===== config.mk =====
export PLATFORM = sky130hd
export DESIGN_NAME = usart_core
export DESIGN_NICKNAME = d
export VERILOG_FILES = /design/src/usart_pkg.sv /design/src/usart_core.sv /design/src/baud_tick_gen.sv /design/src/xck_edge_detect.sv
export VERILOG_INCLUDE_DIRS = /design/src
export SDC_FILE = /design/constraint.sdc
export NUM_CORES = 1
export LEC_CHECK = 0
export BUFFER_PORTS_ARGS = -buffer_cell sky130_fd_sc_hd__buf_2
export CORE_ASPECT_RATIO = 1.2
export CORE_MARGIN = 2
export CORE_UTILIZATION = 58
export DETAILED_ROUTE_END_ITERATION = 7
export GPL_TIMING_DRIVEN = 0
export PLACE_DENSITY = 0.8
export SYNTH_ARGS = -nofsm -noshare
export SYNTH_HDL_FRONTEND = slang
export SYNTH_SLANG_ARGS = --single-unit

===== constraint.sdc =====
create_clock -name clk -period 4.63 [get_ports clk]
set_input_delay 0.2315 -clock clk [delete_from_list [all_inputs] [get_ports clk]]
set_output_delay 0.2315 -clock clk [all_outputs]
set_load 0.1 [all_outputs]

===== src/usart_defines.svh =====
// Purpose: register map, field positions and reset values of the serial port
// Assumes: 32-bit word-aligned register bus
// Notes:   definitions only
`ifndef USART_DEFINES_SVH
`define USART_DEFINES_SVH

`define ADDR_DATA     8'h00
`define ADDR_STATUS   8'h04
`define ADDR_CTRL_B   8'h08
`define ADDR_CTRL_C   8'h0C
`define ADDR_BAUD     8'h10

`define ST_RXC        7
`define ST_TXC        6
`define ST_EMPTY      5
`define ST_U2X        1
`define CB_TXCIE      6
`define CB_UDRIE      5
`define CB_RXEN       4
`define CB_TRANSMIT_ENABLE_BIT       3
`define CB_SIZE2      2
`define CB_RX9        1
`define CB_TX9        0
`define CC_SYNC       6
`define CC_PAR_EN     5
`define CC_PAR_ODD    4
`define CC_STOP2      3
`define CC_SIZE_HI    2
`define CC_SIZE_LO    1
`define CC_POL        0

`define CTRL_C_RESET  8'h06
`define SIZE_NINE     3'h7
`define SIZE_BASE     4'h5
`define OS_NORMAL     5'h10
`define OS_DOUBLE     5'h08
`define FRAME_W       13

`endif


===== src/usart_pkg.sv =====
// Purpose: shared state types of the serial port
// Assumes: nothing
// Notes:   constants live in usart_defines.svh
package usart_pkg;
   typedef enum logic [1:0] {
      RX_IDLE  = 2'b00,
      RX_START = 2'b01,
      RX_DATA  = 2'b10
   } rx_state_type;
endpackage


===== src/usart_core.sv =====
// Purpose: serial transmit path and receive front end with AHB-Lite registers
// Assumes: single-word zero-wait bus transfers; host sets format first
// Notes:   receive error flags and clock recovery are not built
//
// Local design decisions: register access over AHB-Lite and the placing of the registers.
`timescale 1ns/100ps
`default_nettype none
`include "usart_defines.svh"
module usart_core #(
   parameter int DIV_W = 12
) (
   // clock and reset
   input  wire logic        clk,
   input  wire logic        reset,
   // ahb-lite slave
   input  wire logic        hsel,
   input  wire logic [7:0]  haddr,
   input  wire logic [1:0]  htrans,
   input  wire logic        hwrite,
   input  wire logic [2:0]  hsize,
   input  wire logic [31:0] hwdata,
   input  wire logic        hready,
   output logic             hreadyout,
   output logic             hresp,
   output logic [31:0]      hrdata,
   // interrupt side
   input  wire logic        global_irq_enable,
   input  wire logic        tx_complete_irq_ack,
   output logic             buffer_empty_irq,
   output logic             tx_complete_irq,
   // transmit pin and its port fallback
   input  wire logic        port_txd_value,
   input  wire logic        port_txd_oe_n,
   output logic             transmit_data_pin_out,
   output logic             transmit_data_pin_oe_n,
   // receive and clock pins
   input  wire logic        receive_data_pin,
   input  wire logic        external_transfer_clock_pin
);
   ////////////////////////////////////////////////////////////////////////////
   // registers
   logic             double_speed_bit_r;
   logic             tx_complete_flag_r;
   logic             buffer_empty_flag;
   logic [7:0]       serial_control_register_b_r;
   logic [7:0]       serial_control_register_c_r;
   logic [DIV_W-1:0] baud_divisor_r;
   logic [8:0]       tx_buf_r;
   logic             tx_full_r;
   logic [8:0]       rx_buf_r;
   logic             receive_complete_flag_r;

   logic       wr_pend_r;
   logic [7:0] wr_addr_r;
   logic       addr_ok;
   logic       rd_data;
   logic [7:0] rd_value;

   logic transmit_enable_bit;
   logic receive_enable_bit;
   logic sync_mode_select;
   logic clock_polarity_bit;
   logic parity_enable_bit;
   logic [2:0] character_size_field;
   logic [3:0] data_bits;

   assign transmit_enable_bit  = serial_control_register_b_r[`CB_TRANSMIT_ENABLE_BIT];
   assign receive_enable_bit   = serial_control_register_b_r[`CB_RXEN];
   assign sync_mode_select     = serial_control_register_c_r[`CC_SYNC];
   assign clock_polarity_bit   = serial_control_register_c_r[`CC_POL];
   assign parity_enable_bit    = serial_control_register_c_r[`CC_PAR_EN];
   assign character_size_field = {serial_control_register_b_r[`CB_SIZE2],
                                  serial_control_register_c_r[`CC_SIZE_HI:`CC_SIZE_LO]};
   assign data_bits = (character_size_field == `SIZE_NINE) ? 4'h9 :
                      `SIZE_BASE + {2'b00, character_size_field[1:0]};

   ////////////////////////////////////////////////////////////////////////////
   // bus slave: always ready, always okay
   assign hreadyout = 1'b1;
   assign hresp     = 1'b0;
   assign addr_ok   = hsel & hready & htrans[1];
   assign rd_data   = addr_ok & ~hwrite & (haddr == `ADDR_DATA);

   logic wr_data;
   logic wr_status;
   assign wr_data   = wr_pend_r & (wr_addr_r == `ADDR_DATA);
   assign wr_status = wr_pend_r & (wr_addr_r == `ADDR_STATUS);

   always_ff @(posedge clk or posedge reset) begin
      if (reset) begin
         wr_pend_r <= 1'b0;
         wr_addr_r <= 8'h00;
      end else begin
         wr_pend_r <= addr_ok & hwrite;
         wr_addr_r <= haddr;
      end
   end

   // read-only buffer-empty bit, control B bit 1 reads the received ninth bit
   always_comb begin
      rd_value = 8'h00;
      unique case (haddr)
         `ADDR_DATA:   rd_value = rx_buf_r[7:0];
         `ADDR_STATUS: begin
            rd_value[`ST_RXC]   = receive_complete_flag_r;
            rd_value[`ST_TXC]   = tx_complete_flag_r;
            rd_value[`ST_EMPTY] = buffer_empty_flag;
            rd_value[`ST_U2X]   = double_speed_bit_r;
         end
         `ADDR_CTRL_B: begin
            rd_value = serial_control_register_b_r;
            rd_value[`CB_RX9] = rx_buf_r[8];
         end
         `ADDR_CTRL_C: rd_value = serial_control_register_c_r;
         default:      rd_value = 8'h00;
      endcase
   end

   always_ff @(posedge clk or posedge reset) begin
      if (reset) begin
         hrdata <= 32'h0000_0000;
      end else if (addr_ok & ~hwrite) begin
         if (haddr == `ADDR_BAUD) begin
            hrdata <= {{(32-DIV_W){1'b0}}, baud_divisor_r};
         end else begin
            hrdata <= {24'h00_0000, rd_value};
         end
      end
   end

   always_ff @(posedge clk or posedge reset) begin
      if (reset) begin
         serial_control_register_b_r <= 8'h00;
         serial_control_register_c_r <= `CTRL_C_RESET;
         baud_divisor_r              <= '0;
         double_speed_bit_r          <= 1'b0;
      end else if (wr_pend_r) begin
         unique case (wr_addr_r)
            `ADDR_CTRL_B: serial_control_register_b_r <= hwdata[7:0];
            `ADDR_CTRL_C: serial_control_register_c_r <= hwdata[7:0];
            `ADDR_BAUD:   baud_divisor_r <= hwdata[DIV_W-1:0];
            `ADDR_STATUS: double_speed_bit_r <= hwdata[`ST_U2X];
            default:      ;
         endcase
      end
   end

   ////////////////////////////////////////////////////////////////////////////
   // bit timing
   logic       os_tick;
   logic       xck_rise;
   logic       xck_fall;
   logic [4:0] os_len;
   logic       change_edge;
   logic       sample_edge;

   baud_tick_gen #(.DIV_W(DIV_W)) u_baud (
      .clk     (clk),
      .reset   (reset),
      .divisor (baud_divisor_r),
      .tick    (os_tick)
   );

   xck_edge_detect u_xck (
      .clk    (clk),
      .reset  (reset),
      .xck_in (external_transfer_clock_pin),
      .rise   (xck_rise),
      .fall   (xck_fall)
   );

   assign os_len      = double_speed_bit_r ? `OS_DOUBLE : `OS_NORMAL;
   assign change_edge = clock_polarity_bit ? xck_fall : xck_rise;
   assign sample_edge = clock_polarity_bit ? xck_rise : xck_fall;

   ////////////////////////////////////////////////////////////////////////////
   // transmit buffer and shifter
   logic [`FRAME_W-1:0] tx_shift_r;
   logic [`FRAME_W-1:0] frame_nxt;
   logic [3:0]          tx_left_r;
   logic [3:0]          len_nxt;
   logic                tx_busy_r;
   logic [4:0]          tx_os_r;
   logic                tx_bit_tick;
   logic                frame_end;
   logic                tx_load;
   logic                tx_owns;

   always_ff @(posedge clk or posedge reset) begin
      if (reset) begin
         tx_os_r <= 5'h00;
      end else if (tx_load & ~tx_busy_r) begin
         // restart the bit clock so a frame from idle opens with a full start bit
         tx_os_r <= 5'h00;
      end else if (os_tick) begin
         tx_os_r <= (tx_os_r >= os_len - 5'h01) ? 5'h00 : tx_os_r + 5'h01;
      end
   end

   assign tx_bit_tick = sync_mode_select ? change_edge :
                        (os_tick & (tx_os_r == os_len - 5'h01));
   assign frame_end   = tx_busy_r & tx_bit_tick & (tx_left_r == 4'h1);
   assign tx_load     = tx_full_r & (~tx_busy_r | frame_end);

   // frame image: start low, data lsb first, parity, stops, high fill
   always_comb begin
      logic par;
      par = ^(tx_buf_r & ~(9'h1FF << data_bits)) ^
            serial_control_register_c_r[`CC_PAR_ODD];
      frame_nxt    = '1;
      frame_nxt[0] = 1'b0;
      for (int i = 0; i < 9; i++) begin
         if (i < int'(data_bits)) begin
            frame_nxt[i+1] = tx_buf_r[i];
         end
      end
      if (parity_enable_bit) begin
         frame_nxt[data_bits + 4'h1] = par;
      end
      len_nxt = data_bits + 4'h2 + {3'b000, parity_enable_bit} +
                {3'b000, serial_control_register_c_r[`CC_STOP2]};
   end

   always_ff @(posedge clk or posedge reset) begin
      if (reset) begin
         tx_buf_r  <= 9'h000;
         tx_full_r <= 1'b0;
      end else if (wr_data) begin
         // ninth bit taken from control now so it travels with this byte
         tx_buf_r  <= {serial_control_register_b_r[`CB_TX9], hwdata[7:0]};
         tx_full_r <= 1'b1;
      end else if (tx_load) begin
         tx_full_r <= 1'b0;
      end
   end

   assign buffer_empty_flag = ~tx_full_r;

   always_ff @(posedge clk or posedge reset) begin
      if (reset) begin
         tx_shift_r <= '1;
         tx_left_r  <= 4'h0;
         tx_busy_r  <= 1'b0;
      end else if (tx_load) begin
         tx_shift_r <= frame_nxt;
         tx_left_r  <= len_nxt;
         tx_busy_r  <= 1'b1;
      end else if (tx_busy_r & tx_bit_tick) begin
         tx_shift_r <= {1'b1, tx_shift_r[`FRAME_W-1:1]};
         tx_left_r  <= tx_left_r - 4'h1;
         tx_busy_r  <= (tx_left_r != 4'h1);
      end
   end

   // set wins over both clears
   always_ff @(posedge clk or posedge reset) begin
      if (reset) begin
         tx_complete_flag_r <= 1'b0;
      end else if (frame_end & ~tx_full_r) begin
         tx_complete_flag_r <= 1'b1;
      end else if (tx_complete_irq_ack |
                   (wr_status & hwdata[`ST_TXC])) begin
         tx_complete_flag_r <= 1'b0;
      end
   end

   assign buffer_empty_irq = global_irq_enable & buffer_empty_flag &
                             serial_control_register_b_r[`CB_UDRIE];
   assign tx_complete_irq  = global_irq_enable & tx_complete_flag_r &
                             serial_control_register_b_r[`CB_TXCIE];

   // pending frames keep the pin after the enable drops
   assign tx_owns = transmit_enable_bit | tx_busy_r | tx_full_r;
   assign transmit_data_pin_out  = tx_owns ? tx_shift_r[0] : port_txd_value;
   assign transmit_data_pin_oe_n = tx_owns ? 1'b0 : port_txd_oe_n;

   ////////////////////////////////////////////////////////////////////////////
   // receiver
   usart_pkg::rx_state_type rx_state_r;
   logic [4:0] rx_os_r;
   logic [3:0] rx_idx_r;
   logic [8:0] rx_shift_r;
   logic       rx_in;
   logic       rx_tick;
   logic       rx_sample;

   assign rx_in     = receive_enable_bit ? receive_data_pin : 1'b1;
   assign rx_tick   = sync_mode_select ? sample_edge : os_tick;
   assign rx_sample = sync_mode_select ? sample_edge :
                      (os_tick & (rx_os_r == os_len - 5'h01));

   always_ff @(posedge clk or posedge reset) begin
      if (reset) begin
         rx_state_r <= usart_pkg::RX_IDLE;
         rx_os_r    <= 5'h00;
         rx_idx_r   <= 4'h0;
         rx_shift_r <= 9'h000;
      end else if (~receive_enable_bit) begin
         rx_state_r <= usart_pkg::RX_IDLE;
      end else begin
         unique case (rx_state_r)
            usart_pkg::RX_IDLE: if (rx_tick & ~rx_in) begin
               rx_os_r    <= 5'h00;
               rx_idx_r   <= 4'h0;
               rx_shift_r <= 9'h000;
               rx_state_r <= sync_mode_select ? usart_pkg::RX_DATA :
                                                usart_pkg::RX_START;
            end
            usart_pkg::RX_START: if (os_tick) begin
               // recheck the start bit at its middle
               if (rx_os_r == (os_len >> 1) - 5'h01) begin
                  rx_os_r    <= 5'h00;
                  rx_state_r <= rx_in ? usart_pkg::RX_IDLE : usart_pkg::RX_DATA;
               end else begin
                  rx_os_r <= rx_os_r + 5'h01;
               end
            end
            usart_pkg::RX_DATA: begin
               if (os_tick) begin
                  rx_os_r <= (rx_os_r == os_len - 5'h01) ? 5'h00 : rx_os_r + 5'h01;
               end
               if (rx_sample) begin
                  if (rx_idx_r < data_bits) begin
                     rx_shift_r[rx_idx_r] <= rx_in;
                  end
                  rx_idx_r <= rx_idx_r + 4'h1;
                  if (rx_idx_r == data_bits + {3'b000, parity_enable_bit}) begin
                     rx_state_r <= usart_pkg::RX_IDLE;
                  end
               end
            end
            default: rx_state_r <= usart_pkg::RX_IDLE;
         endcase
      end
   end

   logic rx_done;
   assign rx_done = receive_enable_bit & (rx_state_r == usart_pkg::RX_DATA) & rx_sample &
                    (rx_idx_r == data_bits + {3'b000, parity_enable_bit});

   always_ff @(posedge clk or posedge reset) begin
      if (reset) begin
         rx_buf_r                <= 9'h000;
         receive_complete_flag_r <= 1'b0;
      end else if (~receive_enable_bit) begin
         receive_complete_flag_r <= 1'b0;
      end else if (rx_done) begin
         rx_buf_r                <= rx_shift_r;
         receive_complete_flag_r <= 1'b1;
      end else if (rd_data) begin
         receive_complete_flag_r <= 1'b0;
      end
   end
endmodule // usart_core
`default_nettype wire


===== src/baud_tick_gen.sv =====
// Purpose: oversample tick from the system clock
// Assumes: divisor changes only while the link is quiet
// Notes:   one tick every divisor+1 clocks
`timescale 1ns/100ps
`default_nettype none
module baud_tick_gen #(
   parameter int DIV_W = 12
) (
   // clock and reset
   input  wire logic             clk,
   input  wire logic             reset,
   // control
   input  wire logic [DIV_W-1:0] divisor,
   // tick
   output logic                  tick
);
   logic [DIV_W-1:0] cnt_r;

   always_ff @(posedge clk or posedge reset) begin
      if (reset) begin
         cnt_r <= '0;
      end else if (cnt_r == '0) begin
         cnt_r <= divisor;
      end else begin
         cnt_r <= cnt_r - 1'b1;
      end
   end

   assign tick = (cnt_r == '0);
endmodule // baud_tick_gen
`default_nettype wire


===== src/xck_edge_detect.sv =====
// Purpose: synchronise the external transfer clock and find its edges
// Assumes: external clock below a quarter of clk
// Notes:   edges appear two clocks after the pin moves
`timescale 1ns/100ps
`default_nettype none
module xck_edge_detect (
   // clock and reset
   input  wire logic clk,
   input  wire logic reset,
   // pin
   input  wire logic xck_in,
   // edges
   output logic      rise,
   output logic      fall
);
   logic meta_r;
   logic sync_r;
   logic last_r;

   // only sync_r reads meta_r
   always_ff @(posedge clk or posedge reset) begin
      if (reset) begin
         meta_r <= 1'b0;
         sync_r <= 1'b0;
         last_r <= 1'b0;
      end else begin
         meta_r <= xck_in;
         sync_r <= meta_r;
         last_r <= sync_r;
      end
   end

   assign rise = sync_r & ~last_r;
   assign fall = ~sync_r & last_r;
endmodule // xck_edge_detect
`default_nettype wire


### Yosys cells after proc, flatten, opt, wreduce, memory -nomap -nowiden

Index checks and enable logic that the tools add are counted.

| word-level totals | value |
|---|---|
| flip-flop bits (word level) | 149 |
| bits in latches | 0 |
| RAM bits | 0 |
| ROM bits | 0 |
| bits of input ports | 56 |
| logic and storage cells | 211 |
| memories kept | 0 |

| cells by class | value |
|---|---|
| add/subtract/negate cells | 13 |
| multiply operators | 0 |
| div/mod/pow operators | 0 |
| magnitude comparators | 15 |
| equality and inequality tests | 28 |
| shifts and indexed selects | 1 |
| multiplexer cells | 70 |
| bitwise logic cells | 38 |
| reductions and logical operators | 22 |

Operators by type and width:

| cell | count |
|---|---|
| two-way mux 5 bit | 9 |
| two-way mux 13 bit | 3 |
| == test 8 x 4 -> 1 bit, second input constant | 4 |
| two-way mux 1 bit | 28 |
| two-way mux 9 bit | 3 |
| bitwise AND 1 bit | 25 |
| two-way mux 12 bit | 2 |
| two-way mux 4 bit | 5 |
| case mux 9 bit (2 select lines) | 1 |
| == test 8 x 3 -> 1 bit, second input constant | 2 |
| == test 8 x 5 -> 1 bit, second input constant | 2 |
| zero test 8 bit | 2 |
| < comparator 3 x 4 -> 1 bit, first input constant | 4 |
| two-way mux 2 bit | 8 |
| == test 5 bit | 3 |
| inequality test 3 bit, second input constant | 5 |
| case mux 5 bit (3 select lines) | 1 |
| AND reduction 5 bit | 3 |
| bitwise mux 13 bit | 1 |
| adder 4 x 1 -> 4 bit | 3 |
| zero test 12 bit | 1 |
| case mux 3 bit (4 select lines) | 1 |
| subtractor 12 x 1 -> 12 bit, second input constant | 1 |
| adder 5 x 1 -> 5 bit, second input constant | 2 |
| other kinds (41) | 68 |

### Logic depth before layout (Yosys ltp)

Gate-level depths: netlist (run 1).

| depth | value |
|---|---|
| depth after elaboration | 11 |
| gate-level depth with buffers | 12 |

### By module

From an unflattened synthesis (run 1), not the netlist that was laid out.

| unflattened totals | value |
|---|---|
| cell total of the unflattened synthesis | 682 |
| area total of the unflattened synthesis | 7085.5 µm² |

By module, submodules not included:

| module | times used | cells each | area an instance (µm²) |
|---|---|---|---|
| usart_core | 1 | 603 | 6306.0 |
| baud_tick_gen | 1 | 73 | 685.7 |
| xck_edge_detect | 1 | 6 | 93.8 |

### Worst setup path before layout (run 1)

Ideal clock, no wire load.

| path | value |
|---|---|
| path type | flip-flop to flip-flop |
| start | reg serial_control_register_c_r[1] |
| end | reg rx_state_r[0] |
| arrival | 3.241 ns |
| path slack | 1.305 ns |
| stages on the path, launching flop included | 13 |
| path buffers | 1 |
| clock period less this slack | 3.325 ns |
| path through | dfstp_2 ha_1 a21bo_2 clkbuf_1 ha_1 inv_1 fa_1 xor2_1 o211ai_1 o21ai_0 a22oi_1 or4b_2 a21boi_0 |

| on the way | value |
|---|---|
| longest elaborated chain between the ends | 6 |
| elaborated cells between the ends (all ways) | 7 |
| those cells by class | add/sub: 2; eq/ne: 3; mux: 1; reduce/logical: 1 |

Ends and longest elaborated chain:

| item | RTL line | text |
|---|---|---|
| from (decl) | usart_core.sv:46 | `logic [7:0] serial_control_register_c_r;` |
| from (signal assigned) | usart_core.sv:134 | `` serial_control_register_c_r <= `CTRL_C_RESET; `` |
| from (signal assigned) | usart_core.sv:140 | `` `ADDR_CTRL_C: serial_control_register_c_r <= hwdata[7:0]; `` |
| adder 3 x 2 -> 4 bit (no line) or == test 3 bit (tied branches) | - |  |
| two-way mux 4 bit (*) | usart_core.sv:74 | `` assign data_bits = (character_size_field == `SIZE_NINE) ? 4'h9 : `` |
| adder 4 x 1 -> 4 bit (*) | usart_core.sv:327 | `if (rx_idx_r == data_bits + {3'b000, parity_enable_bit}) begin` |
| == test 4 bit (*) | usart_core.sv:327 |  |
| inequality test 3 bit (no line) (*) | - |  |
| AND reduction 5 bit (no line) (*) | - |  |
| to (signal assigned) | usart_core.sv:313 | `rx_state_r <= rx_in ? usart_pkg::RX_IDLE : usart_pkg::RX_DATA;` |
| to (signal assigned) | usart_core.sv:328 | `rx_state_r <= usart_pkg::RX_IDLE;` |
| to (signal assigned) | usart_core.sv:332 | `default: rx_state_r <= usart_pkg::RX_IDLE;` |
| to (decl) | usart_core.sv:279 | `usart_pkg::rx_state_type rx_state_r;` |

Every way passes the cells marked *; elsewhere a longest branch is shown, timed or not.
A chain may end at the register's enable or synchronous reset.

### Worst setup path after layout (run 1)

Same ends and word-level chain as after synthesis.

==> flow_summary.toml, run 1 <==
[synth]
synthesis.area_mm2 = 0.00696
synth_cell_type_count = 74
synth_warnings = 0
postSynthCellCount = 677
ys.flop_type = "dfrtp_1"
synth_edf_count = 0
syn_area_per_cell_um2 = 10.3
seq_area_frac_synth_pct = 46.3
synth_async_sr_flop_share_pct = 100
synth-seq-cells = 128

[drt]
num_vias = 5523
wl_mm = 16.7
routedWlPerCell_um = 17.7
drcViolationCount = 0
first_pass_iters = 5
viasPerCell = 5.86
drtAntennaViolNets = 0
initialDrtViolationCount = 312

[sta]
setup_viol = 0
final-hold-violation-count = 0
period_minus_slack_ns = 3.86
max_freq_ghz = 0.259
timing.final.crit_share_pct = 83.3
clock-skew-final_ns = 0.00730
tightest_slew_ns = 0.822
drv_slew = 0
tns_ns = 0
grt_setup_unrepaired = "no"
setup_slack_ns = 0.774
relSlewSlack_pct = 44.9

[clock_tree]
cts.sinks = 128
clk_path_buf_depth = 2
root_buffer = "clkbuf_16"
cts_buffers = 17
clkTransAtPathRegs_ns = 0.05
cts_tree = "yes"
cts_setup_buffers = 0
htreeDepth = 4
cts_resized = 0
clkLatencyLatePin_ns = 0.41

[die]
die_y_um = 124
rows = 43
die_w_um = 104
initial_core_util_pct = 59.9
pin_count = 94
die_area_mm2 = 0.0129
core-area_mm2 = 0.0116

[worst_setup_path]
critPathSlowestCell = "or4b_2"
path_common_cell = "ha_1"
crit_type = "flop to flop"
crit_chain = "ha_1, a21bo_2, clkbuf_1, ha_1, inv_1, fa_1, xor2_1, o211ai_1, o21ai_0, a22oi_1, or4b_2, a21boi_0"
cp-start-kind = "flop"
cp.arrival_ns = 4.19
crit_path_end_kind = "flop"
max_stage_delay_ns = 0.66
crit_required_ns = 4.96
crit_fanout = 9

[grt]
antenna_found_initial = 1
grt_pass1_vias = 5624
grt_usage_pct = 27.9
grt_pass1_wl_mm = 28.0
overflow = 0
grt_max_degree = 96

[place]
hpwl_mm = 12.3
dp_worst_setup_slack_ns = 0.824
numPortBuffers = 47
place_congestion = 0.880

[final_layout]
diodes = 0
syn2layout_area_growth_pct = 17.4
drive_gt1_share_pct = 23.8
nets = 856

[worst_hold_path]
hold_class = "input port to flop"

[power]
p_total_mw = 3.08
p_per_area_mw_per_mm2 = 377
peakVddDrop_mv = 0.212
power_leakage_nw = 3.77

[status]
status = "complete, no violations"

[job]
max_cap_violations = 0
## critical path, delay by kind of cell, from the launching register on
kind                     cells  cell delay, ns
flip-flops                   1            0.62
XOR/XNOR                     1            0.16
AO/OA/AOI/OAI                5            0.85
adder cells (fa/ha/maj)      3            1.08
buffers and inverters        2            0.41
AND/OR/NAND/NOR              1            0.66
## final cells by class
| type | count | area (um2) |
|---|---|---|
| Buffer | 42 | 244 |
| Clock buffer | 22 | 484 |
| Clock inverter | 10 | 109 |
| Fill cell | 872 | 3450 |
| Inverter | 30 | 118 |
| Multi-Input combinational cell | 497 | 3460 |
| Sequential cell | 128 | 3220 |
| Tap cell | 157 | 196 |
| Timing Repair Buffer | 56 | 343 |
## state kept, by name (all words and copies together), names as in the netlist, 7 cells and up
register / cells
rx_buf_r: 9
serial_control_register_b_r: 7
rx_shift_r: 9
serial_control_register_c_r: 8
u_baud.cnt_r: 12
hrdata: 12
baud_divisor_r: 12
tx_shift_r: 13
wr_addr_r: 8
tx_buf_r: 9
## layer usage
metal	up-vias	part of all wire (%)	GRT usage (%)
met1	2677	42	33.5
met4	0	2.2	10.5
met2	221	50	50.0
met5	-	0	0
li1	2592	-	-
met3	33	5.7	5.60
## power breakdown
part | leakage [nW] | switching (mW) | internal, mW
logic | 1.88 | 0.303 | 0.151
registers | 1.60 | 0.106 | 1.20
clock network | 0.292 | 0.473 | 0.845
total | 3.77 | 0.882 | 2.20
## cell families (layout without fill, tap and decap cells)
logic type	after synthesis	in the layout	synth area share (%)
compound gates	150	150	14.9
xor+xnor	20	20	2.71
fa+ha+maj	28	28	5.14
buf+inv	72	160	5.12
flops	128	128	46.3
mux	58	58	9.22
other cells	2	22	0.108
simple gates	219	219	16.6
## layout by cell type (no fill, tap or decap), types with 8 or more instances in the layout
master / instances
dfrtp_1: 113
nand2_1: 74
buf_2: 50
mux2_2: 49
o21ai_0: 48
nor2_1: 38
inv_1: 29
ha_1: 27
a21oi_1: 24
buf_4: 22
conb_1: 22
nand3_1: 18
clkbuf_1: 17
clkbuf_16: 17
nor3_1: 16
dfstp_2: 15
xnor2_1: 11
mux2i_1: 9
nand2b_1: 9
nor2b_1: 8
and3_1: 8
xor2_1: 8
dlygate4sd3_1: 8
## synthesized netlist by cell type (all sizes together) (3+ instances only)
cell type | instances | area (um2)
xnor2 | 11 | 96.3
a31o | 4 | 35.0
dfstp | 15 | 394
a221o | 6 | 60.1
or4 | 3 | 22.5
inv | 30 | 113
nor2 | 38 | 143
o221ai | 6 | 52.6
nor3b | 6 | 45.0
nor2b | 8 | 50.1
and3b | 4 | 35.0
o21a | 5 | 37.5
or4b | 3 | 30.0
nor4 | 6 | 67.6
a21oi | 25 | 129
buf | 26 | 184
nand2b | 9 | 56.3
nand2 | 74 | 278
o311ai | 3 | 26.3
mux2i | 9 | 90.1
o41ai | 7 | 68.8
clkbuf | 16 | 60.1
dfrtp | 113 | 2830
ha | 27 | 338
and2 | 6 | 37.5
mux2 | 49 | 552
nand3b | 6 | 48.8
nor3 | 17 | 90.1
nand3 | 18 | 90.1
a31oi | 5 | 46.3
a22oi | 6 | 45.0
o22ai | 3 | 25.0
o31ai | 5 | 37.5
xor2 | 8 | 70.1
or3 | 4 | 25.0
o21ai | 48 | 240
o211ai | 4 | 30.0
and3 | 8 | 50.1
## worst paths after layout
check                                                           start                                          to  slack (ns)  depth (start not counted)
max                        serial_control_register_c_r[1]$_DFFE_PP1P_                   rx_state_r[0]$_DFFE_PP0P_        0.77                         12
min                                                          haddr[4]                      wr_addr_r[4]$_DFF_PP0_        0.02                          1
max reg2reg                serial_control_register_c_r[1]$_DFFE_PP1P_                   rx_state_r[0]$_DFFE_PP0P_        0.77                         12
min reg2reg                                    u_xck.meta_r$_DFF_PP0_                      u_xck.sync_r$_DFF_PP0_        0.35                          0
max in group asynchronous                                       reset  serial_control_register_c_r[2]$_DFFE_PP1P_        3.52                          4
min in group asynchronous                                       reset                      tx_os_r[3]$_DFFE_PP0P_        0.35                          3
## metrics by stage
| step | std cells | instance area (um2) | utilization (%) | hold WS [ns] |
|---|---|---|---|---|
| floorplan | 697 | 7040 | - | 0.263 |
| global placement | 901 | 7470 | 64.3 | 0.334 |
| CTS | 942 | 8170 | 70.3 | 0.00507 |
| global route | 942 | 8170 | 70.3 | 0.0101 |
| detailed placement | 902 | 7500 | 64.5 | 0.246 |
| finish | 942 | 8170 | 70.3 | 0.0173 |
## timing repair
item | 4_1_cts | 5_1_grt
endpoints found under the setup margin | 0 | 0
hold buffers | 8 | 0
endpoints found under the hold margin | 40 | 0
No activity file was read; power rests on OpenSTA's default activity.
==> run 2: changes to the inputs <==
- clock period: 4.63 -> 3.8 ns (I/O delays scaled with it)
==> run 2 against run 1 <==
Against the previous run:
- count of clock-buffer cells in the layout stayed put
- largest power group unchanged
- final cell count is 0.11% higher
- non-clock buffer count is 1 higher
- first-iteration DRC count is 0.64% lower
==> flow_summary.toml, run 2 (same netlist as run 1, synthesis figures left out) <==
[clock_tree]
cts_buffers = 17
cts_tree = "yes"
clkLatencyLatePin_ns = 0.41
cts_setup_buffers = 0
cts.sinks = 128
clkTransAtPathRegs_ns = 0.06
htreeDepth = 4
clk_path_buf_depth = 2
root_buffer = "clkbuf_16"

[grt]
grt_pass1_wl_mm = 28.1
antenna_found_initial = 0
grt_max_degree = 96
grt_pass1_vias = 5635
grt_usage_pct = 27.9
overflow = 0

[final_layout]
final_common_cell = "dfrtp_1"
diodes = 0
final_cell_mix = "113 x dfrtp_1, 74 x nand2_1, 50 x buf_2, 49 x mux2_2, 48 x o21ai_0"
syn2layout_area_growth_pct = 17.7
finish.instance_area_mm2 = 0.00819
nets = 857
largest_reg_flops = 13
largest-register = "tx_shift_r"
drive_gt1_share_pct = 23.9

[power]
power_leakage_nw = 3.78
power.share.combinational_pct = 14.8
seqPwrFrac_pct = 42.5
peakVddDrop_mv = 0.256
p_per_area_mw_per_mm2 = 458
switchingPower_mw = 1.07
p_sw_share_pct = 28.5
internal_power_mw = 2.68
pwr-share-clk_pct = 42.8
p_total_mw = 3.75

[worst_setup_path]
crit_fanout = 9
cp-start-kind = "flop"
crit_type = "flop to flop"
crit_path_end_kind = "flop"
crit_required_ns = 4.13
worstRegToRegCells = 11
cp.arrival_ns = 3.83
rrSetupSlack_ns = 0.29

[die]
die_w_um = 104
die_y_um = 124
die_area_mm2 = 0.0129
core-area_mm2 = 0.0116
rows = 43
initial_core_util_pct = 59.9
pin_count = 94

[sta]
hold_slack_ns = 0.0118
relSlewSlack_pct = 43.6
tightest_slew_ns = 0.842
tns_ns = 0
clock-skew-final_ns = 0.00896
period_minus_slack_ns = 3.51
final-hold-violation-count = 0
grt_setup_unrepaired = "no"
setup_viol = 0
timing.final.crit_share_pct = 92.3
setup_slack_ns = 0.294
max_freq_ghz = 0.285
drv_slew = 0

[place]
place_congestion = 0.880
hpwl_mm = 12.3
numPortBuffers = 47
placed_area_mm2 = 0.00750
dp_worst_setup_slack_ns = -0.00596

[drt]
drcViolationCount = 0
num_vias = 5546
initialDrtViolationCount = 310
dr.max_layer_used = "met4"
first_pass_iters = 5
routedWlPerCell_um = 17.7
met3_length_um = 905
wl_mm = 16.6
met1Wirelength_mm = 6.88
wl_met2_mm = 8.46
viasPerCell = 5.88
drtAntennaViolNets = 0

[status]
status = "complete, no violations"

[worst_hold_path]
hold_depth = 2
hold_class = "input port to flop"

[job]
max_cap_violations = 0
[run 2: changes by cell type in the layout (fill, tap and decap cells not counted)]
cell	delta
ha_2	+1
dlygate4sd3_1	+2
clkbuf_1	-1
ha_1	-1
[run 2: final cells by class]
| class | count | area, um2 |
|---|---|---|
| tap | 157 | 196 |
| sequential | 128 | 3220 |
| clock buffer | 22 | 484 |
| buffer | 41 | 240 |
| multi-input combinational | 497 | 3460 |
| fill | 870 | 3430 |
| timing repair buffer | 58 | 363 |
| inverter | 30 | 118 |
| clock inverter | 10 | 109 |
[run 2: worst max-delay path: stages, from the launching register on]
cell and delay [ns]:
dfstp_2 0.62, ha_2 0.29, a21bo_2 0.29, ha_1 0.18, inv_1 0.04, fa_1 0.50
xor2_1 0.16, o211ai_1 0.16, o21ai_0 0.18, a22oi_1 0.15, or4b_2 0.66, a21boi_0 0.18
[run 2: path summary, 6_finish.rpt]
kind | startpoint | to
setup reg to reg | serial_control_register_c_r[1]$_DFFE_PP1P_ | rx_state_r[0]$_DFFE_PP0P_
min in group asynchronous | reset | tx_os_r[3]$_DFFE_PP0P_
max in group asynchronous | reset | serial_control_register_c_r[2]$_DFFE_PP1P_
hold / removal | hwdata[8] | baud_divisor_r[8]$_DFFE_PP0P_
hold reg to reg | u_xck.meta_r$_DFF_PP0_ | u_xck.sync_r$_DFF_PP0_
setup / recovery | serial_control_register_c_r[1]$_DFFE_PP1P_ | rx_state_r[0]$_DFFE_PP0P_
[run 2: per-layer routing]
metal	vias up	global-route usage, %
met2	211	50.0
met1	2699	33.7
met5	-	0
li1	2604	-
met4	0	10.5
met3	32	5.44
[run 2: repair_timing]
item	4_1_cts	5_1_grt
hold buffers	10	0
setup endpoints to repair	1	1
endpoints found under the hold margin	42	0
gates resized for setup	0	1
[run 2: stage by stage]
stage / utilization, % / instances
CTS: 70.5 / 943
global route: 70.5 / 943
detailed placement: 64.5 / 902
global placement: 64.3 / 901
finish: 70.5 / 943
floorplan: - / 697
[run 2: power by group through the flow]
stage / logic [mW] / clock network (mW) / registers, mW
global route: 0.603 / 1.70 / 1.61
global placement: 0.516 / 0 / 1.60
floorplan: 0.377 / 0 / 1.65
detailed placement: 0.541 / 0 / 1.61
CTS: 0.553 / 1.63 / 1.59
finish: 0.554 / 1.60 / 1.59
